`src/include/tgp_params.svh`:
```
// register offsets, reset values and control bit positions for the third gpio port
// What this block does
// - eight pins, each with one direction bit and one output latch bit
// - direction bit 1 turns the pin driver off so the pin is input
// - direction 0 and no peripheral owner drives the latch value out
// - latch register reads back latched values, not pin levels
// - pin select 1, the default, routes compare unit two to pin 1
// - pin select 0 routes compare unit two to the other port's pin
// - an active peripheral may force a pin to input, never to output
// - direction register reads stored bits despite peripheral overrides
// - after power-on reset all pins are digital inputs
// - timer oscillator enabled takes pins 0 and 1, digital io off
// - unit two on pin 1: direction 0 drives compare output, 1 captures
// - pin 2 direction 0: enhanced unit output beats latch; 1 captures
// - pwm channel a beats latch, may float during pwm shutdown
// - don't-care direction functions ignore the direction bit
`ifndef TGP_PARAMS_SVH
`define TGP_PARAMS_SVH
`define TGP_OFF_PIN_DATA 12'h000
`define TGP_OFF_LATCH 12'h004
`define TGP_OFF_DIR 12'h008
`define TGP_OFF_PERIPH 12'h00c
`define TGP_RST_LATCH 8'h00
`define TGP_RST_DIR 8'hff
`define TGP_RST_PERIPH 5'h00
`define TGP_CTL_OSC 0
`define TGP_CTL_CMP2 1
`define TGP_CTL_ECMP 2
`define TGP_CTL_PWMA 3
`define TGP_CTL_SHDN_Z 4
`define TGP_CTL_WIDTH 5
`endif

```
`src/include/tgp_pkg.sv`:
```
// types shared by the third gpio port
package tgp_pkg;
	typedef logic [7:0] tgp_byte_type;
	typedef logic [31:0] tgp_word_type;
endpackage

```
`src/logic/tgp_port.sv`:
```
// third gpio port: apb registers, pin muxing and peripheral overrides
//
// Design decisions made here: the register offsets and the APB interface to the registers.
`timescale 1ns/1ns
`include "tgp_params.svh"
module tgp_port (
	input wire logic i_core_clk,
	input wire logic i_rst,
	input wire logic i_psel,
	input wire logic i_penable,
	input wire logic i_pwrite,
	input wire logic [11:0] i_paddr,
	input wire tgp_pkg::tgp_word_type i_pwdata,
	output tgp_pkg::tgp_word_type o_prdata,
	output logic o_pready,
	output logic o_pslverr,
	input wire tgp_pkg::tgp_byte_type i_pin_in,
	output tgp_pkg::tgp_byte_type o_pin_out,
	output tgp_pkg::tgp_byte_type o_pin_oe,
	input wire logic i_capture_two_pin_select,
	input wire logic i_cmp2_out,
	input wire logic i_ecmp_out,
	input wire logic i_pwma_out,
	input wire logic i_pwm_shutdown,
	output logic o_cmp2_capture_in,
	output logic o_cmp2_alt_route,
	output logic o_ecmp_capture_in,
	output logic o_timer_counter_clock_in,
	output logic o_timer_osc_active
);
	import tgp_pkg::*;

	// software-visible state
	tgp_byte_type latch_q;
	tgp_byte_type dir_q;
	logic [`TGP_CTL_WIDTH-1:0] ctl_q;

	// three sampler stages and the filtered pin levels
	tgp_byte_type s1_q;
	tgp_byte_type s2_q;
	tgp_byte_type s3_q;
	tgp_byte_type pin_q;
	tgp_byte_type pin_d;

	// next values of the pin driver flops
	tgp_byte_type out_d;
	tgp_byte_type oe_d;

	// bus decode
	logic setup_phase;
	logic access_phase;
	logic wr_en;
	logic rd_en;
	logic sel_pin;
	logic sel_latch;
	logic sel_dir;
	logic sel_ctl;
	logic hit;
	logic wr_latch;
	logic wr_dir;
	logic wr_ctl;
	tgp_byte_type rdsel;
	tgp_word_type prdata_d;
	logic pready_d;
	logic pslverr_d;

	// peripheral enables from the control register
	logic osc_en;
	logic cmp2_en;
	logic ecmp_en;
	logic pwma_en;
	logic shdn_float;

	// who owns each shared pin this cycle
	logic unit2_here;
	logic cmp2_drives;
	logic ecmp_drives;
	logic pwma_drives;
	logic pwma_floats;
	logic cmp2_listens;
	logic ecmp_listens;
	logic tcki_listens;

	// next values of the peripheral-side outputs
	logic cmp2_cap_d;
	logic alt_route_d;
	logic ecmp_cap_d;
	logic tcki_d;
	logic osc_active_d;

	// true when the bus address names the given register word
	function automatic logic tgp_addr_is(input logic [11:0] a,
		input logic [11:0] off);
		return a == off;
	endfunction

	// filtered level: follow the sampler only where its last two stages
	// agree, so a pin caught mid-edge cannot show a one-cycle glitch
	function automatic tgp_byte_type tgp_filter(input tgp_byte_type held,
		input tgp_byte_type older, input tgp_byte_type newer);
		tgp_byte_type same;
		same = ~(older ^ newer);
		return (held & ~same) | (newer & same);
	endfunction

	// apb phases; registers answer in the first access cycle, no wait states
	assign setup_phase = i_psel && !i_penable;
	assign access_phase = i_psel && i_penable;
	assign wr_en = access_phase && i_pwrite;
	// read data is taken in setup so it stands while pready does
	assign rd_en = setup_phase && !i_pwrite;

	// register selects; only the exact word address hits
	assign sel_pin = tgp_addr_is(i_paddr, `TGP_OFF_PIN_DATA);
	assign sel_latch = tgp_addr_is(i_paddr, `TGP_OFF_LATCH);
	assign sel_dir = tgp_addr_is(i_paddr, `TGP_OFF_DIR);
	assign sel_ctl = tgp_addr_is(i_paddr, `TGP_OFF_PERIPH);
	assign hit = sel_pin || sel_latch || sel_dir || sel_ctl;

	// both data addresses write the latch; pins are never written directly
	assign wr_latch = wr_en && (sel_pin || sel_latch);
	assign wr_dir = wr_en && sel_dir;
	assign wr_ctl = wr_en && sel_ctl;

	// read selection; an unmapped address reads zero
	assign rdsel = sel_pin ? pin_q :
		sel_latch ? latch_q :
		sel_dir ? dir_q :
		sel_ctl ? {3'h0, ctl_q} : 8'h00;
	assign prdata_d = {24'h00_0000, rdsel};
	assign pready_d = setup_phase;
	assign pslverr_d = setup_phase && !hit;

	// control bits by name
	assign osc_en = ctl_q[`TGP_CTL_OSC];
	assign cmp2_en = ctl_q[`TGP_CTL_CMP2];
	assign ecmp_en = ctl_q[`TGP_CTL_ECMP];
	assign pwma_en = ctl_q[`TGP_CTL_PWMA];
	assign shdn_float = ctl_q[`TGP_CTL_SHDN_Z];

	// unit two sits here only while the pin select is high
	assign unit2_here = cmp2_en && i_capture_two_pin_select;

	// drivers need direction 0; the oscillator beats them on pins 0 and 1
	assign cmp2_drives = unit2_here && !dir_q[1] && !osc_en;
	assign pwma_drives = pwma_en && !dir_q[2];
	// pwm channel a beats the plain compare output on the shared pin
	assign ecmp_drives = ecmp_en && !dir_q[2] && !pwma_en;
	assign pwma_floats = pwma_drives && shdn_float && i_pwm_shutdown;

	// capture and counter inputs need direction 1
	assign cmp2_listens = unit2_here && dir_q[1] && !osc_en;
	assign ecmp_listens = ecmp_en && dir_q[2];
	assign tcki_listens = dir_q[0] && !osc_en;

	// peripheral-side next values; the counter input holds while masked
	assign cmp2_cap_d = cmp2_listens && pin_q[1];
	assign alt_route_d = cmp2_en && !i_capture_two_pin_select;
	assign ecmp_cap_d = ecmp_listens && pin_q[2];
	assign tcki_d = tcki_listens ? pin_q[0] : o_timer_counter_clock_in;
	assign osc_active_d = osc_en;
	assign pin_d = tgp_filter(pin_q, s2_q, s3_q);

	// per-pin output value and enable; peripherals beat the latch
	always_comb begin
		out_d = latch_q;
		oe_d = ~dir_q;
		if (cmp2_drives) begin
			out_d[1] = i_cmp2_out;
		end
		if (pwma_drives) begin
			out_d[2] = i_pwma_out;
			oe_d[2] = !pwma_floats;
		end else if (ecmp_drives) begin
			out_d[2] = i_ecmp_out;
		end
		if (osc_en) begin
			// oscillator owns both pins whatever direction says
			out_d[1:0] = 2'h0;
			oe_d[1:0] = 2'h0;
		end
	end

	// three sampler stages; the pins are not on this clock
	always_ff @(posedge i_core_clk or posedge i_rst) begin
		if (i_rst) begin
			s1_q <= 8'h00;
			s2_q <= 8'h00;
			s3_q <= 8'h00;
		end else begin
			s1_q <= i_pin_in;
			s2_q <= s1_q;
			s3_q <= s2_q;
		end
	end

	// filtered pin levels, costs one more cycle of input latency
	always_ff @(posedge i_core_clk or posedge i_rst) begin
		if (i_rst) begin
			pin_q <= 8'h00;
		end else begin
			pin_q <= pin_d;
		end
	end

	// output latch, written through either data address
	always_ff @(posedge i_core_clk or posedge i_rst) begin
		if (i_rst) begin
			latch_q <= `TGP_RST_LATCH;
		end else if (wr_latch) begin
			latch_q <= i_pwdata[7:0];
		end
	end

	// direction bits; power-on leaves every pin an input
	always_ff @(posedge i_core_clk or posedge i_rst) begin
		if (i_rst) begin
			dir_q <= `TGP_RST_DIR;
		end else if (wr_dir) begin
			dir_q <= i_pwdata[7:0];
		end
	end

	// peripheral control; upper data bits are dropped on purpose
	always_ff @(posedge i_core_clk or posedge i_rst) begin
		if (i_rst) begin
			ctl_q <= `TGP_RST_PERIPH;
		end else if (wr_ctl) begin
			ctl_q <= i_pwdata[`TGP_CTL_WIDTH-1:0];
		end
	end

	// read data holds until the next read setup
	always_ff @(posedge i_core_clk or posedge i_rst) begin
		if (i_rst) begin
			o_prdata <= 32'h0000_0000;
		end else if (rd_en) begin
			o_prdata <= prdata_d;
		end
	end

	// ready stands for exactly the first access cycle
	always_ff @(posedge i_core_clk or posedge i_rst) begin
		if (i_rst) begin
			o_pready <= 1'b0;
		end else begin
			o_pready <= pready_d;
		end
	end

	// error flag rides with ready on an unmapped address
	always_ff @(posedge i_core_clk or posedge i_rst) begin
		if (i_rst) begin
			o_pslverr <= 1'b0;
		end else begin
			o_pslverr <= pslverr_d;
		end
	end

	// pin levels leave from a flop so the pads see no decode glitches
	always_ff @(posedge i_core_clk or posedge i_rst) begin
		if (i_rst) begin
			o_pin_out <= 8'h00;
		end else begin
			o_pin_out <= out_d;
		end
	end

	// drive enables; all low in reset so every pin starts as an input
	always_ff @(posedge i_core_clk or posedge i_rst) begin
		if (i_rst) begin
			o_pin_oe <= 8'h00;
		end else begin
			o_pin_oe <= oe_d;
		end
	end

	// peripheral-side outputs
	always_ff @(posedge i_core_clk or posedge i_rst) begin
		if (i_rst) begin
			o_cmp2_capture_in <= 1'b0;
			o_cmp2_alt_route <= 1'b0;
			o_ecmp_capture_in <= 1'b0;
			o_timer_counter_clock_in <= 1'b0;
			o_timer_osc_active <= 1'b0;
		end else begin
			o_cmp2_capture_in <= cmp2_cap_d;
			o_cmp2_alt_route <= alt_route_d;
			o_ecmp_capture_in <= ecmp_cap_d;
			o_timer_counter_clock_in <= tcki_d;
			o_timer_osc_active <= osc_active_d;
		end
	end

	// the pin select is a configuration level, so no sampler is placed on it;
	// a user changing it at run time may see one cycle of mixed routing

	// the capture inputs follow the filtered pin, so a capture edge reaches
	// the unit about five cycles after the pad moves

	// pins 3 to 7 have no override here; the serial units hook in elsewhere
endmodule

```
`config.mk`:
```
export PLATFORM = sky130hd
export DESIGN_NAME = tgp_port
export DESIGN_NICKNAME = d
export VERILOG_FILES = /design/src/include/tgp_pkg.sv /design/src/logic/tgp_port.sv
export VERILOG_INCLUDE_DIRS = /design/src /design/src/include
export SDC_FILE = /design/constraint.sdc
export NUM_CORES = 1
export LEC_CHECK = 0
export CORE_MARGIN = 10
export CORE_UTILIZATION = 27
export DETAILED_ROUTE_END_ITERATION = 6
export DONT_BUFFER_PORTS = 1
export PLACE_DENSITY_LB_ADDON = 0.05
export SLEW_MARGIN = 20
export SYNTH_ARGS = -nofsm -noshare
export SYNTH_HDL_FRONTEND = slang
export SYNTH_SLANG_ARGS = --single-unit
export TNS_END_PERCENT = 1
```
`constraint.sdc`:
```
create_clock -name i_core_clk -period 8.1 [get_ports i_core_clk]
set_input_delay 1.62 -clock i_core_clk [delete_from_list [all_inputs] [get_ports i_core_clk]]
set_output_delay 1.62 -clock i_core_clk [all_outputs]
set_load 0.1 [all_outputs]
```
Yosys cells after proc, flatten, opt, wreduce, memory -nomap -nowiden
Cells that the tools add are included.
{ "word_totals": {"romBits": 0, "ram_bits": 0, "latchBits": 0, "mem_count": 0, "reg_bits": 84, "out_inout_bits": 55} }
{ "classes": {"mul": 0, "n_eq_ne": 3, "order_cmp": 0, "n_div": 0, "shift": 0, "reduce_logical": 36, "muxes": 10, "n_addsub": 0, "bitwise_logic": 7} }
{ "op_table": {"columns": ["op", "n"], "rows": [
  ["$eq A12 B4 Y1 const B", 2],
  ["$mux W8", 3],
  ["$not A8 Y8", 3],
  ["$logic_and A1 B1 Y1", 23],
  ["$and A8 B8 Y8", 2],
  ["$eq A12 B3 Y1 const B", 1],
  ["$logic_not A12 Y1", 1],
  ["$logic_not A1 Y1", 9],
  ["$or A8 B8 Y8", 1],
  ["$xor A8 B8 Y8", 1],
  ["$mux W5", 1],
  ["$mux W1", 4],
  ["$mux W2", 2],
  ["$logic_or A1 B1 Y1", 3]
]} }

Longest topological paths before layout
{ "logic_depth": {"ltp_word": 6, "ltp_mapped": 5, "ltp_nobuf": 4} }

Worst setup path before layout
Ideal clock, no wire load.
{ "synth_path": {"kind": "input to register", "start": "input i_paddr[9]", "end": "register latch_q[0]", "setup_ps": 125, "arrival_time_ps": 3147, "slack_ps": 4829, "stages": 4, "cell_sequence": "or4_4 -> nor4_4 -> nor3b_4 -> mux2_2"} }
{ "synth_between": {"elab_chain_cells": 3, "elab_cells_between_ends": 4, "cone_classes": "1 x eq/ne; 3 x reduce/logical"} }
{ "synth_rtl": {"columns": ["element", "line", "rtl"], "rows": [
  ["start: declaration", "tgp_port.sv:12", "input wire logic [11:0] i_paddr,"],
  ["$eq A12 B3 Y1 / $logic_not A12 Y1 (equally long branches)", "tgp_port.sv:94", "return a == off;"],
  ["$logic_or A1 B1 Y1 *", "tgp_port.sv:121", "assign wr_latch = wr_en && (sel_pin || sel_latch);"],
  ["$logic_and A1 B1 Y1 *", "tgp_port.sv:121", null],
  ["end signal: assignment", "tgp_port.sv:209", "latch_q <= `TGP_RST_LATCH;"],
  ["end signal: assignment", "tgp_port.sv:211", "latch_q <= i_pwdata[7:0];"],
  ["end: declaration", "tgp_port.sv:34", "tgp_byte_type latch_q;"]
]} }
Every way passes the cells marked *; elsewhere a longest branch is shown, timed or not.
A chain may end at the register's enable or synchronous reset.

Final worst setup path
{ "layout_path": {"start": "input i_paddr[1]", "end": "register latch_q[0]"} }
The elaborated chain is that of the path after synthesis.

==> reports/metrics.yaml <==
run_status:
  status: "complete, no violations"
clock_network:
  clock_sinks: 84
  clk_latency_ns: 0.33
  htree_num_levels: 3
  postCtsSetupBuffers: 0
  cts_made_buffers: 9
  cts_buffer_depth: 2
  clk_pin_slew_worst_paths_ns: 0.06
  cts-root-buf: "clkbuf_16"
  ctsResizeCount: 0
  cts_tree: "done"
  ctsHoldBuffers: 0
synth:
  synth_cell_types: 33
  ys_seq_elements: 84
  ys_top_cells_by_area: "dfrtp_1 (60%), mux2_2 (7.8%), dfstp_2 (6.6%), buf_4 (5.7%), mux4_2 (3.6%)"
  synth_warnings: 0
  seq_area_frac_synth_pct: 66.77
  async_reset_ff_share_pct: 100.0
  syn_area_per_cell_sq_um: 14.51
  synth_top_area_share_pct: 60.13
  synth_top_area_cell: "dfrtp_1"
  syn_area_sq_mm: 0.003163
  synth_edf_count: 0
  syn-instance-count: 218
  synth-main-ff-cell: "dfrtp_1"
global_routing:
  overflow: 0
  track_usage_pct: 8.823
  grt_max_degree: 85
  antenna_found_initial: 0
  grt_pass1_wl_microns: 10660
  grt_pass1_vias: 1764
floorplanning:
  die_area_sq_mm: 0.01644
  die_y_microns: 128.2
  start_util_pct: 27.58
  fp.dieW_microns: 128.2
  ios: 117
  num_rows: 39
  core_sq_mm: 0.01147
sta:
  whs_ns: 0.3464
  finalHoldViolCount: 0
  maxSlewViolCount: 0
  relSlewSlack_pct: 37.01
  fin_crit_sh_pct: 40.30
  rsz0062_at_grt: "no"
  finalCriticalPeriod_ns: 3.265
  setup_viol: 0
  fmax_mhz: 306.3
  worst_pin_slew_ns: 0.9449
  fin_skew_ns: 0.003240
  tns_ns: 0
power_and_ir_drop:
  power.clock.fraction_pct: 42.4
  power_density_mw_per_mm2: 252.7
  p_sw_share_pct: 25.53
  intPower_uw: 661.0
  ir_drop_v: 0.0001667
  pwr-share-comb_pct: 7.8
  power_leakage_nw: 1.536
  power.switching_uw: 226.6
  p_seq_share_pct: 49.8
drt:
  num_vias: 1571
  drtPass1Iterations: 4
  avgRoutedWirePerCell_microns: 18.82
  drtIter0Drc: 73
  drc: 0
  ant_nets: 0
  drt_wl_total_microns: 7002
  vias_per_cell: 4.223
min_path:
  min_from: "s1_q[5]"
  hold_depth: 0
  whs_endpoint: "s2_q[5]"
  hold_path_class: "reg2reg"
placement:
  hpwl_microns: 4928
  placed_area_sq_mm: 0.003238
  gp_congestion: 0.7234
  io_buffers: 0
worst_setup_path:
  required_ns: 8.32
  crit_start: "i_paddr[1]"
  endpoint_kind: "flop"
  crit-reg2reg-launch: "o_timer_counter_clock_in"
  worst-setup-path-type: "in2reg"
  cp.arrival_ns: 3.48
  r2r_slack_ns: 6.81
  ff2ff_path_depth: 1
  crit_path_max_fanout: 8
  r2r-end: "o_timer_counter_clock_in"
  start_kind: "input pin"
layout:
  drive_gt1_share_pct: 24.02
  postLayoutCellArea_sq_mm: 0.003512
  num_antenna_cells: 0
  syn2layout_area_growth_pct: 11.04
  num-nets-final: 287
job:
  maxCapViolCount: 0
critical path, cell delays in order:
cell and delay [ns]:
or4_1 0.63, nor4_4 0.24, nor3b_4 0.59, mux2_2 0.40
power groups by stage:
stage                     sequential (mW)  combinational (mW)  clock (mW)
after floorplan                     0.448              0.0753           0
after global placement              0.450              0.0682           0
after detailed placement            0.450              0.0691           0
after CTS                           0.443              0.0691       0.394
after global routing                0.443              0.0727       0.413
final                               0.442              0.0688       0.377
cells in the mapped netlist, drive strengths merged, types with 4 or more instances:
cell / n
dfrtp: 76
maj3: 8
mux4: 5
dfstp: 8
inv: 12
mux2i: 4
o21ai: 7
mux2: 22
nand2: 14
nor2: 8
buf: 27
area by class of cell:
| class | count | area, sq um |
|---|---|---|
| repair buffers | 1 | 11.26 |
| multi-input cells | 117 | 893.4 |
| clock inverters | 2 | 10.01 |
| clock buffers | 13 | 260.3 |
| flip-flops and latches | 84 | 2112 |
| inverters | 12 | 46.29 |
| fillers | 1129 | 7955 |
| well taps | 143 | 178.9 |
layout by cell type, fill, tap and decap left out:
cell       instances
and4b_1            1
or4b_2             1
dfstp_2            8
clkbuf_1           2
or2b_1             1
nor4_4             1
nor2b_1            3
clkbuf_16          9
a221oi_1           1
mux4_2             5
nand2b_1           1
o211ai_1           3
o21ai_0            7
or4_4              1
nor3b_4            1
inv_1             11
or3b_2             1
buf_6              1
mux2i_1            4
nand4_1            1
conb_1            24
clkbuf_8           2
nor2_1             8
dfrtp_1           76
and3_1             1
and2b_1            1
nand3_1            1
clkinv_2           3
maj3_1             8
a31oi_1            1
nor3_1             2
mux2_2            22
or4_1              1
nand2_1           14
nor4_1             2
flip-flops by register name (all words and copies together) (netlist names), 5 cells and up, named ones only:
signal     flops
o_pin_out      8
s1_q           8
o_pin_oe       8
dir_q          8
s2_q           8
o_prdata       8
ctl_q          5
s3_q           8
latch_q        8
cell families (layout without fill, tap and decap cells):
family | after synthesis | count (layout) | synth area share, %
AO/OA/AOI/OAI | 12 | 12 | 2.294
adder cells (fa/ha/maj) | 8 | 8 | 2.532
buffers and inverters | 40 | 28 | 7.713
flip-flops | 84 | 84 | 66.77
multiplexers | 31 | 31 | 12.66
other | 1 | 24 | 0.1186
AND/OR/NAND/NOR | 42 | 42 | 7.912
routing by layer:
layer | global-route usage [%] | vias to the layer above | part of all wire (%)
li1 | - | 704 | -
met1 | 9.351 | 801 | 38
met3 | 5.500 | 9 | 11
met4 | 3.576 | 0 | 1.6
met5 | 0 | - | 0
met2 | 13.82 | 57 | 50
stage by stage:
step | setup WS, ns | instances | total power, mW | util, %
2_1_floorplan | 4.328 | 241 | 0.5231 | -
3_5_place_dp | 4.435 | 357 | 0.5191 | 28.24
4_1_cts | 4.805 | 372 | 0.9053 | 30.59
6_report | 4.835 | 372 | 0.8876 | 30.63
3_3_place_gp | 4.441 | 357 | 0.5179 | 28.24
5_1_grt | 4.734 | 372 | 0.9289 | 30.63
worst max-delay path by stage:
stage                             to  cells after the start
final                     latch_q[0]                      4
after global routing      latch_q[4]                      4
after CTS                 latch_q[0]                      4
after detailed placement  latch_q[0]                      4
after global placement    latch_q[3]                      4
after floorplan            async pin                      1
Power figures use the tool's default switching activity.
